==> src/core/lmc_defines.vh <==
`ifndef LMC_DEFINES_VH
`define LMC_DEFINES_VH

`define LMC_ADDR_W 16
`define LMC_BASE 16'h8000
`define LMC_REG_CNT 33
`define LMC_IDX_W 6
`define LMC_IDX_LAST 6'h20

`define LMC_IDX_MEMCFG 6'h00
`define LMC_IDX_ROW_BYTES 6'h04
`define LMC_IDX_FRAME_H 6'h05
`define LMC_IDX_RANGE_LO 6'h06
`define LMC_IDX_RANGE_HI 6'h07
`define LMC_IDX_PWR_SAVE 6'h08
`define LMC_IDX_DISP_EN 6'h09
`define LMC_IDX_B1_LO 6'h0b
`define LMC_IDX_B1_HI 6'h0c
`define LMC_IDX_B1_SIZE 6'h0d
`define LMC_IDX_B2_LO 6'h0e
`define LMC_IDX_B2_HI 6'h0f
`define LMC_IDX_B2_SIZE 6'h10
`define LMC_IDX_B3_LO 6'h11
`define LMC_IDX_B3_HI 6'h12
`define LMC_IDX_B4_LO 6'h13
`define LMC_IDX_B4_HI 6'h14
`define LMC_IDX_CURS_LO 6'h1c
`define LMC_IDX_CURS_HI 6'h1d
`define LMC_IDX_SCROLL 6'h1b

`define LMC_MEMCFG_RST 8'h10
`define LMC_REG_RST 8'h00

`define LMC_BIT_FONT_USER 0
`define LMC_BIT_CHAR_H16 2
`define LMC_BIT_DUAL 3
`define LMC_BIT_COMP_OFF 5
`define LMC_BIT_DISP_ON 0
`define LMC_BIT_PWR_SAVE 0
`define LMC_SCROLL_MSB 2

`define LMC_CMD_LAST 3'h7

`endif

==> src/core/lmc_text_mix.v <==
`timescale 1ns/100ps
`include "lmc_defines.vh"

module lmc_text_mix (
   input wire clk_i,
   input wire rst_b_i,
   input wire [7:0] text_i,
   input wire [7:0] graph_i,
   input wire [`LMC_SCROLL_MSB:0] scroll_i,
   input wire blank_text_i,
   input wire line_start_i,
   output reg [7:0] pixel_o
);

   reg [7:0] prev_text;
   wire [7:0] eff_text;
   wire [15:0] pair;
   wire [15:0] shifted;
   wire [7:0] scrolled;

   // Text row above the top edge is empty under origin compensation
   assign eff_text = blank_text_i ? 8'h00 : text_i;
   assign pair = {prev_text, eff_text};
   // Right shift pulls low bits of the previous byte in from the left
   assign shifted = pair >> scroll_i;
   assign scrolled = shifted[7:0];

   always @(posedge clk_i or negedge rst_b_i) begin
      if (!rst_b_i) begin
         prev_text <= 8'h00;
         pixel_o <= 8'h00;
      end else begin
         // Clearing at line start keeps the left edge free of old pixels
         prev_text <= line_start_i ? 8'h00 : eff_text;
         // Exclusive-OR gives inverse text over the graphics layer
         pixel_o <= scrolled ^ graph_i;
      end
   end

endmodule // lmc_text_mix

==> src/core/lmc_config.v <==
// Function
// - Memory configuration write restarts timing generator and blanks display.
// - In indirect mode that write also ends power save.
// - Configure command loads registers 00h-07h in order; same side effects.
// - Bit 5 low enables origin compensation, high disables it.
// - Compensation shifts text one pixel row against graphics layer.
// - Pixel scroll moves text right by one to seven pixels.
// - Memory configuration resets to 10h.
// - Bit 3 low selects single panel, high selects dual panel.
// - Block starts come from pairs 0Bh/0Ch, 0Eh/0Fh, 11h/12h.
// - Fourth block start used only in dual panel mode.
// - Cursor moves continuously over the whole screen in both modes.
// - Bit 2 selects 8 or 16 pixel character height.
// - Bit 0 selects fixed font or user font memory.
`timescale 1ns/100ps
`include "lmc_defines.vh"

module lmc_config (
   input wire clk_i,
   input wire rst_b_i,
   input wire [`LMC_ADDR_W-1:0] addr_i,
   input wire [7:0] wr_data_i,
   input wire wr_i,
   input wire rd_i,
   output reg [7:0] rd_data_o,
   input wire indirect_i,
   input wire cmd_start_i,
   input wire cmd_valid_i,
   input wire [7:0] cmd_data_i,
   input wire cursor_step_i,
   input wire [7:0] text_data_i,
   input wire [7:0] graph_data_i,
   output reg timing_restart_o,
   output reg display_on_o,
   output reg power_save_o,
   output reg dual_panel_o,
   output reg font_user_o,
   output reg frame_start_o,
   output reg line_start_o,
   output reg [7:0] line_o,
   output reg [7:0] col_o,
   output reg [3:0] char_row_o,
   output reg [15:0] text_start_o,
   output reg [15:0] graph_start_o,
   output reg [15:0] cursor_o,
   output wire [7:0] pixel_o
);

   reg [7:0] rf [0:`LMC_REG_CNT-1];
   reg [`LMC_IDX_W-1:0] cmd_idx;
   reg cmd_busy;
   reg [7:0] col;
   reg [7:0] line;

   wire bus_hit_wr;
   wire bus_hit_rd;
   wire [`LMC_IDX_W-1:0] bus_idx;
   wire cmd_take;
   wire any_we;
   wire [`LMC_IDX_W-1:0] we_idx;
   wire [7:0] we_data;
   wire cfg_write;

   wire [7:0] memcfg;
   wire comp_on;
   wire dual;
   wire char_h16;
   wire [7:0] row_bytes;
   wire [7:0] frame_h;
   wire [15:0] range;
   wire [15:0] start1;
   wire [15:0] start2;
   wire [15:0] start3;
   wire [15:0] start4;
   wire [15:0] curs_load;
   wire [24:0] screen_prod;
   wire [15:0] screen_end;

   wire last_col;
   wire last_line;
   wire upper_half;
   wire in_block1;
   wire [7:0] text_line;
   wire blank_text;

   // Decode shared by read and write paths
   function in_map;
      input [`LMC_ADDR_W-1:0] a;
      begin
         in_map = (a >= `LMC_BASE) &&
                  (a <= (`LMC_BASE + {10'h000, `LMC_IDX_LAST}));
      end
   endfunction

   function [`LMC_IDX_W-1:0] to_idx;
      input [`LMC_ADDR_W-1:0] a;
      reg [`LMC_ADDR_W-1:0] off;
      begin
         off = a - `LMC_BASE;
         to_idx = off[`LMC_IDX_W-1:0];
      end
   endfunction

   assign bus_hit_wr = wr_i && in_map(addr_i);
   assign bus_hit_rd = rd_i && in_map(addr_i);
   assign bus_idx = to_idx(addr_i);

   // Bus write wins a collision; the command byte of that cycle is lost
   assign cmd_take = cmd_busy && cmd_valid_i && !bus_hit_wr;
   assign any_we = bus_hit_wr || cmd_take;
   assign we_idx = bus_hit_wr ? bus_idx : cmd_idx;
   assign we_data = bus_hit_wr ? wr_data_i : cmd_data_i;
   assign cfg_write = any_we && (we_idx == `LMC_IDX_MEMCFG);

   assign memcfg = rf[`LMC_IDX_MEMCFG];
   assign comp_on = !memcfg[`LMC_BIT_COMP_OFF];
   assign dual = memcfg[`LMC_BIT_DUAL];
   assign char_h16 = memcfg[`LMC_BIT_CHAR_H16];
   assign row_bytes = rf[`LMC_IDX_ROW_BYTES];
   assign frame_h = rf[`LMC_IDX_FRAME_H];
   assign range = {rf[`LMC_IDX_RANGE_HI], rf[`LMC_IDX_RANGE_LO]};
   assign start1 = {rf[`LMC_IDX_B1_HI], rf[`LMC_IDX_B1_LO]};
   assign start2 = {rf[`LMC_IDX_B2_HI], rf[`LMC_IDX_B2_LO]};
   assign start3 = {rf[`LMC_IDX_B3_HI], rf[`LMC_IDX_B3_LO]};
   assign start4 = {rf[`LMC_IDX_B4_HI], rf[`LMC_IDX_B4_LO]};
   assign curs_load = {wr_data_i, rf[`LMC_IDX_CURS_LO]};

   // Screen spans range bytes per line times all lines of the frame
   assign screen_prod = range * ({1'b0, frame_h} + 9'h001);
   assign screen_end = start1 + screen_prod[15:0];

   assign last_col = (col >= row_bytes);
   assign last_line = (line >= frame_h);
   assign upper_half = (line <= rf[`LMC_IDX_B1_SIZE]);
   assign in_block1 = (line <= rf[`LMC_IDX_B1_SIZE]);

   // Text lags the graphics layer by one row; the top row shows no text
   assign text_line = comp_on ? (line - 8'h01) : line;
   assign blank_text = comp_on && (line == 8'h00);

   // Register file
   integer i;
   always @(posedge clk_i or negedge rst_b_i) begin
      if (!rst_b_i) begin
         for (i = 0; i < `LMC_REG_CNT; i = i + 1) begin
            rf[i] <= `LMC_REG_RST;
         end
         rf[`LMC_IDX_MEMCFG] <= `LMC_MEMCFG_RST;
      end else begin
         for (i = 0; i < `LMC_REG_CNT; i = i + 1) begin
            if (any_we && (we_idx == i[`LMC_IDX_W-1:0])) begin
               rf[i] <= we_data;
            end
         end
         // Configuration write forces the display off even if the same
         // cycle writes the enable itself, which cannot happen here
         if (cfg_write) begin
            rf[`LMC_IDX_DISP_EN] <= `LMC_REG_RST;
            if (indirect_i) begin
               rf[`LMC_IDX_PWR_SAVE] <= `LMC_REG_RST;
            end
         end
      end
   end

   // Configure command: parameter bytes land in 00h..07h in order
   always @(posedge clk_i or negedge rst_b_i) begin
      if (!rst_b_i) begin
         cmd_busy <= 1'b0;
         cmd_idx <= `LMC_IDX_MEMCFG;
      end else if (cmd_start_i) begin
         cmd_busy <= 1'b1;
         cmd_idx <= `LMC_IDX_MEMCFG;
      end else if (cmd_take) begin
         if (cmd_idx == {3'h0, `LMC_CMD_LAST}) begin
            cmd_busy <= 1'b0;
            cmd_idx <= `LMC_IDX_MEMCFG;
         end else begin
            cmd_idx <= cmd_idx + 6'h01;
         end
      end
   end

   // Read data stand in the cycle after the strobe only
   always @(posedge clk_i or negedge rst_b_i) begin
      if (!rst_b_i) begin
         rd_data_o <= 8'h00;
      end else if (bus_hit_rd) begin
         rd_data_o <= rf[bus_idx];
      end else begin
         rd_data_o <= 8'h00;
      end
   end

   // Timing generator: column and line counters
   always @(posedge clk_i or negedge rst_b_i) begin
      if (!rst_b_i) begin
         col <= 8'h00;
         line <= 8'h00;
         timing_restart_o <= 1'b0;
      end else begin
         timing_restart_o <= cfg_write;
         if (cfg_write) begin
            col <= 8'h00;
            line <= 8'h00;
         end else if (last_col) begin
            col <= 8'h00;
            line <= last_line ? 8'h00 : (line + 8'h01);
         end else begin
            col <= col + 8'h01;
         end
      end
   end

   // Status and mode outputs
   always @(posedge clk_i or negedge rst_b_i) begin
      if (!rst_b_i) begin
         display_on_o <= 1'b0;
         power_save_o <= 1'b0;
         dual_panel_o <= 1'b0;
         font_user_o <= 1'b0;
         frame_start_o <= 1'b0;
         line_start_o <= 1'b0;
         line_o <= 8'h00;
         col_o <= 8'h00;
         char_row_o <= 4'h0;
      end else begin
         display_on_o <= rf[`LMC_IDX_DISP_EN][`LMC_BIT_DISP_ON] &&
                         !rf[`LMC_IDX_PWR_SAVE][`LMC_BIT_PWR_SAVE] &&
                         !cfg_write;
         power_save_o <= rf[`LMC_IDX_PWR_SAVE][`LMC_BIT_PWR_SAVE];
         dual_panel_o <= dual;
         font_user_o <= memcfg[`LMC_BIT_FONT_USER];
         frame_start_o <= (col == 8'h00) && (line == 8'h00);
         line_start_o <= (col == 8'h00);
         line_o <= line;
         col_o <= col;
         char_row_o <= char_h16 ? text_line[3:0] :
                       {1'b0, text_line[2:0]};
      end
   end

   // Start address selection per line and drive mode
   always @(posedge clk_i or negedge rst_b_i) begin
      if (!rst_b_i) begin
         text_start_o <= 16'h0000;
         graph_start_o <= 16'h0000;
      end else if (dual) begin
         // Upper half uses blocks one and two, lower half three and four
         text_start_o <= upper_half ? start1 : start3;
         graph_start_o <= upper_half ? start2 : start4;
      end else begin
         // Block four is invalid in single panel mode and never read
         text_start_o <= in_block1 ? start1 : start3;
         graph_start_o <= start2;
      end
   end

   // Cursor walks linearly; no split at the panel boundary
   always @(posedge clk_i or negedge rst_b_i) begin
      if (!rst_b_i) begin
         cursor_o <= 16'h0000;
      end else if (bus_hit_wr && (bus_idx == `LMC_IDX_CURS_HI)) begin
         cursor_o <= curs_load;
      end else if (cursor_step_i) begin
         if ((cursor_o + 16'h0001) >= screen_end) begin
            cursor_o <= start1;
         end else begin
            cursor_o <= cursor_o + 16'h0001;
         end
      end
   end

   lmc_text_mix u_mix (
      .clk_i(clk_i),
      .rst_b_i(rst_b_i),
      .text_i(text_data_i),
      .graph_i(graph_data_i),
      .scroll_i(rf[`LMC_IDX_SCROLL][`LMC_SCROLL_MSB:0]),
      .blank_text_i(blank_text),
      .line_start_i(col == 8'h00),
      .pixel_o(pixel_o)
   );

endmodule // lmc_config

==> config.mk <==
export PLATFORM = sky130hd
export DESIGN_NAME = lmc_config
export DESIGN_NICKNAME = d
export VERILOG_FILES = /design/src/core/lmc_text_mix.v /design/src/core/lmc_config.v
export VERILOG_INCLUDE_DIRS = /design/src /design/src/core
export SDC_FILE = /design/constraint.sdc
export NUM_CORES = 1
export LEC_CHECK = 0
export BUFFER_PORTS_ARGS = -buffer_cell sky130_fd_sc_hd__buf_2
export CAP_MARGIN = 20
export CORE_MARGIN = 2
export CORE_UTILIZATION = 40
export DETAILED_ROUTE_END_ITERATION = 8
export SETUP_SLACK_MARGIN = 0.02
export SLEW_MARGIN = 40
export SYNTH_ARGS = -nofsm -noshare
export SYNTH_HDL_FRONTEND = slang
export SYNTH_SLANG_ARGS = --single-unit
==> constraint.sdc <==
create_clock -name clk_i -period 10.75 [get_ports clk_i]
set_clock_uncertainty 0.05 [all_clocks]
set_input_delay 1.075 -clock clk_i [delete_from_list [all_inputs] [get_ports clk_i]]
set_output_delay 1.075 -clock clk_i [all_outputs]
set_load 0.02 [all_outputs]
### After elaboration in Yosys (flattened, before gate mapping)

Index checks and enable logic that the tools add are counted.

| word-level totals | value |
|---|---|
| bits in registers | 386 |
| input port bits | 56 |
| output and inout port bits | 91 |

| cells by class | value |
|---|---|
| multipliers | 1 |
| shift-type cells | 1 |
| add/sub/neg operators | 8 |
| equality and inequality tests | 34 |
| reductions and logical operators | 57 |
| magnitude comparators | 7 |
| bitwise logic cells | 2 |
| mux-type cells | 31 |

Operators with widths:

| cell | count |
|---|---|
| $mux 16 | 7 |
| $mux 8 | 14 |
| $eq 6x5->1 const B | 17 |
| $bmux 8 s6 | 1 |
| $eq 6x4->1 const B | 8 |
| $logic_and 1x1->1 | 43 |
| $eq 6x3->1 const B | 5 |
| $mux 6 | 4 |
| $add 16x1->16 const B | 1 |
| $add 16x16->16 | 1 |
| $add 8x1->8 const B | 2 |
| $ge 16x16->1 | 1 |
| $ge 16x16->1 const B | 1 |
| $ge 8x8->1 | 2 |
| $le 16x16->1 const B | 1 |
| $logic_not 8->1 | 2 |
| $mul 16x9->16 | 1 |
| $shr 16x3->8 | 1 |
| $eq 6x2->1 const B | 2 |
| $reduce_bool 2->1 | 5 |
| $add 8x1->9 const B | 1 |
| $le 8x8->1 | 1 |
| $mux 4 | 2 |
| $xor 8x8->8 | 1 |
| other kinds (12) | 17 |

### Logic depth before layout (Yosys ltp)

| logic depth | value |
|---|---|
| depth after elaboration | 10 |
| depth in mapped cells | 32 |
| gate-level depth less buffers | 29 |

### By module

From an unflattened synthesis, not the netlist that was laid out.

| second synthesis, totals | value |
|---|---|
| cells, all modules | 1930 |
| area, all modules | 22402.7 µm² |

Modules (own cells, without submodules):

| module | seq. area each (µm²) | instances | cells each | area an instance (µm²) |
|---|---|---|---|---|
| lmc_config | 9260.1 | 1 | 1856 | 21483.1 |
| lmc_text_mix | 375.4 | 1 | 74 | 919.6 |

### Worst setup path after synthesis

Ideal clock, no wire load.

| timing | value |
|---|---|
| path kind | register -> register |
| start point | reg rf, in the netlist frame_h[0] |
| end point | reg cursor_o[0] |
| arrival time | 7155 ps |
| stages on the path, launching flop included | 32 |
| setup time | 77 ps |
| clock period less this slack | 7283 ps |
| path slack | 3467 ps |
| path buffers | 4 |
| data required time | 10623 ps |
| cells stage by stage | dfrtp_1 clkbuf_1 nand3_1 nor3_1 xnor2_1 clkbuf_1 nor2b_1 fa_1 fa_1 inv_1 fa_1 inv_1 fa_1 inv_1 fa_1 inv_1 ha_1 o21ai_0 inv_1 o2111ai_1 o21ai_0 a31oi_1 o21ai_0 xnor3_1 ha_1 a21oi_1 o21a_1 clkbuf_1 o21a_1 clkbuf_1 o211ai_1 a21oi_1 |

| between the ends | value |
|---|---|
| word-level cells in the longest chain between the ends | 7 |

RTL lines:

| item | RTL line | source |
|---|---|---|
| start: declaration | lmc_config.v:49 | `` reg [7:0] rf [0:`LMC_REG_CNT-1]; `` |
| start signal: indexed assignment | lmc_config.v:146 | `` rf[i] <= `LMC_REG_RST; `` |
| start signal: indexed assignment | lmc_config.v:148 | `` rf[`LMC_IDX_MEMCFG] <= `LMC_MEMCFG_RST; `` |
| start signal: indexed assignment | lmc_config.v:152 | `rf[i] <= we_data;` |
| $add 8x1->9 | lmc_config.v:129 | `assign screen_prod = range * ({1'b0, frame_h} + 9'h001);` |
| $mul 16x9->16 | lmc_config.v:129 |  |
| $add 16x16->16 | lmc_config.v:130 | `assign screen_end = start1 + screen_prod[15:0];` |
| $ge 16x16->1 | lmc_config.v:266 | `if ((cursor_o + 16'h0001) >= screen_end) begin` |
| $mux 16 | lmc_config.v:266 |  |
| $mux 16 | lmc_config.v:265 | `end else if (cursor_step_i) begin` |
| $mux 16 | lmc_config.v:263 | `` end else if (bus_hit_wr && (bus_idx == `LMC_IDX_CURS_HI)) begin `` |
| end signal: assignment | lmc_config.v:264 | `cursor_o <= curs_load;` |
| end signal: assignment | lmc_config.v:267 | `cursor_o <= start1;` |
| end signal: assignment | lmc_config.v:269 | `cursor_o <= cursor_o + 16'h0001;` |
| end: declaration | lmc_config.v:45 | `output reg [15:0] cursor_o,` |

Every way passes these cells. The select of a mux whose other input is x is not followed.
A chain may end at the register's enable or synchronous reset.

### Worst setup path in the final report

| timing | value |
|---|---|
| start point | reg rf, in the netlist frame_h[0] |
| end point | reg cursor_o[1] |

Same word-level chain as after synthesis.

==> key figures <==
Outcome
  – Status: complete, no violations

Global routing
  – GRT overflow: 0
  – Vias in the first global route: about 16k
  – Initial antenna violation count: 1
  – First-pass GRT wire length: a little over 100000 um
  – Largest net degree at the start of global routing: just over 80
  – All-layer global routing usage: 0.2268

Final layout
  – Antenna Cells: 0
  – Multi-input logic area: around 12000 sq um
  – Fin cells: 2911
  – Area growth from synthesis to layout: 13.90%
  – Nets@finish: ~2.3k
  – Ratio of cells with drive above 1 in the final layout: 0.2534
  – Final non-filler cell area: between 20000 and 30000 sq um
  – Final Util: 0.4586
  – Register area: between 9000 and 10000 sq um
  – FILL cells: between 5k and 6k

Logic synthesis
  – Sequential share of the synthesized area: 0.4269
  – Mapped Area: around 23000 sq um
  – Yosys reg bits: just under 400
  – Synth async-reset ratio: 1.000
  – Count of cell types in the netlist: between 70 and 80
  – Mapped Cells: a little over 2k
  – Synth warnings: 0
  – Post-Syn Area per Cell: ~11 sq um
  – Number of synthesized flops with an enable pin: 0
  – Syn_nets: 2229
  – Most used DFF post-synth: dfrtp_1

Placed design
  – Gpl congestion: 0.8747
  – Post-place setup slack: approximately 2.3 ns
  – Post-Place Cells: between 2k and 3k
  – Post-DP HPWL: 47280 um
  – Placed cell area: 24080 sq um
  – Buffers added on ports: approximately 150

Floorplanning
  – Die H: 241.5 um
  – Die area: around 58000 sq um
  – Row count: 87
  – Starting Density: 0.4026
  – Die W: 241.5 um
  – # IOs: 147
  – Core area: 56060 sq um

Clocking
  – Clock Pin Slew Worst Setup and Hold Paths: about 0.060 ns
  – Post-cts gate resize count: 0
  – # hold bufs at CTS: 0
  – Root buffer cell: clkbuf_16
  – Setup bufs post-CTS: 0
  – Clk_lat worst skew: between 0.5 and 0.6 ns
  – CTS buffer count: 45
  – Clock sinks: 385
  – Max clock buf depth: 3
  – CTS tree: built
  – H-tree levels: 2

Drt
  – Detailed Routing Iterations Pass 1: 5
  – 1st-iter DRT viols: between 1k and 1.5k
  – WL/cell: between 20 and 25 um
  – Routed Antenna Nets: 0
  – Detailed-route via count: around 16k
  – Via density: ~5.5
  – Wirelength, routed: around 66000 um
  – DRC: 0

Timing
  – Hold Vio Cnt, Final: 0
  – Final Worst Setup Slack: approximately 2.3 ns
  – Max Freq: 0.1190 GHz
  – Slew Limit Fails: 0
  – Worst Tran Pin Value: between 0.8 and 0.9 ns
  – Worst Hold Slack: between 0.2 and 0.3 ns
  – Period utilization: 0.7815
  – Post-layout min period: ~8.4 ns
  – # setup viols final: 0
  – Unrepaired setup endpoints after global routing: no
  – Slew HR: 0.4476
  – Total negative slack: 0 ns

Power
  – Static leakage power: 12.23 nW
  – VDD IR-drop max: roughly 130 uV
  – Final Power: about 4.4 mW
  – Power Density: ~170 nW/um^2

Worst setup path
  – Max stage delay on crit path: about 0.70 ns
  – Crit-path slowest cell: dfrtp_1
  – Crit end category: flip-flop
  – Crit path DAT: 8.83 ns
  – Crit-path most repeated cell: inv_1
  – R2R Path Start: frame_h[0]
  – CP Class: flip-flop to flip-flop
  – CP required: ~11 ns
  – CP startpoint kind: flip-flop
  – R2R Setup Slk: ~2.3 ns
  – Worst r2r path cells: 27
  – R2R Path End: cursor_o[1]
  – Critical Path Fanout Max: 21
  – Crit-path leading delay family: adder cells
  – CP Buf/Inv Count: 6

Min path
  – Worst min path class: input port to asynchronous set/reset pin

Run
  – Max Cap Viol: 0
-- cell families (layout without fill, tap and decap cells) --
family,after synthesis,in the layout,synth area share
buf+inv,270,408,0.04801
simple gates,551,551,0.1279
compound gates,329,329,0.08682
mux,261,261,0.1715
flops,385,385,0.4269
xor+xnor,65,65,0.02644
fa+ha+maj,156,156,0.1124
-- layout by cell type (no fill, tap or decap), types with 13 or more instances in the layout --
cell and count:
dfrtp_1 384, nor2_1 178, inv_1 150, a21oi_1 148, mux2_2 144, buf_2 144, nand2_1 134, mux4_2 82
fa_1 78, ha_1 78, o21ai_0 67, clkbuf_16 47, nor2b_1 45, o211ai_1 39, xnor2_1 38, nand3_1 31
nand2b_1 31, and2_1 30, mux2i_1 25, xor2_1 22, nor3_4 20, a211oi_1 20, buf_4 20, a21o_1 19
nand4_1 13
-- power breakdown --
part	internal [mW]	switching, mW
Combinational	0.430	0.655
Sequential	1.59	0.130
Clock	0.964	0.641
Total	2.98	1.43
-- worst max-delay path by stage --
stage	slack, ns	depth (start not counted)	to	startpoint
floorplan	3.47	31	cursor_o[0]	frame_h[0]
global placement	2.12	28	cursor_o[1]	frame_h[0]
detailed placement	2.33	27	cursor_o[1]	frame_h[0]
CTS	2.34	27	cursor_o[1]	frame_h[0]
global route	1.86	27	cursor_o[1]	frame_h[0]
finish	2.35	27	cursor_o[1]	frame_h[0]
-- worst reg2reg max path, cell delays in order, from the launching register on --
cell       delay, ns
dfrtp_1         0.70
ha_1            0.33
xor2_2          0.55
nand2_1         0.17
fa_1            0.55
inv_1           0.05
fa_1            0.50
inv_1           0.05
fa_1            0.47
inv_1           0.05
fa_1            0.53
inv_1           0.05
fa_1            0.49
inv_1           0.04
ha_1            0.29
o21ai_0         0.17
inv_1           0.09
o2111ai_1       0.10
o21ai_0         0.32
a31oi_1         0.17
o21ai_0         0.22
xnor3_1         0.43
ha_1            0.32
nand4_1         0.14
o21a_1          0.52
o21a_1          0.62
o211ai_1        0.15
a22o_1          0.20
-- final cells by class --
type                       instances  share of cell area
timing repair buffer             173             0.03894
clock inverter                    20            0.009686
sequential                       385              0.3748
inverter                         151             0.02205
multi-input combinational       1362              0.4660
clock buffer                      64             0.05174
tap                              756             0.03680
-- cells in the mapped netlist, types with 45 or more instances --
master	count	area, sq um
dfrtp_1	384	9609
nor2_1	178	668.1
inv_1	150	563.0
a21oi_1	148	740.7
mux2_2	144	1622
nand2_1	140	525.5
mux4_2	82	1847
fa_1	78	1562
ha_1	78	975.9
clkbuf_1	69	259.0
o21ai_0	67	335.3
nor2b_1	45	281.5
-- sequential cells by signal, summed over array words and instances (netlist names), 16 cells and up --
signal / cells
rf: 216
text_start_o: 16
cursor_o: 16
graph_start_o: 16
range: 16
-- routing by layer --
metal	vias up	track usage	routed length, um
met1	8317	0.3237	28980
met2	549	0.3582	30620
met5	-	0	0
li1	7180	-	-
met3	78	0.03996	4538
met4	0	0.05846	1420
No activity file was read; power rests on OpenSTA's default activity.
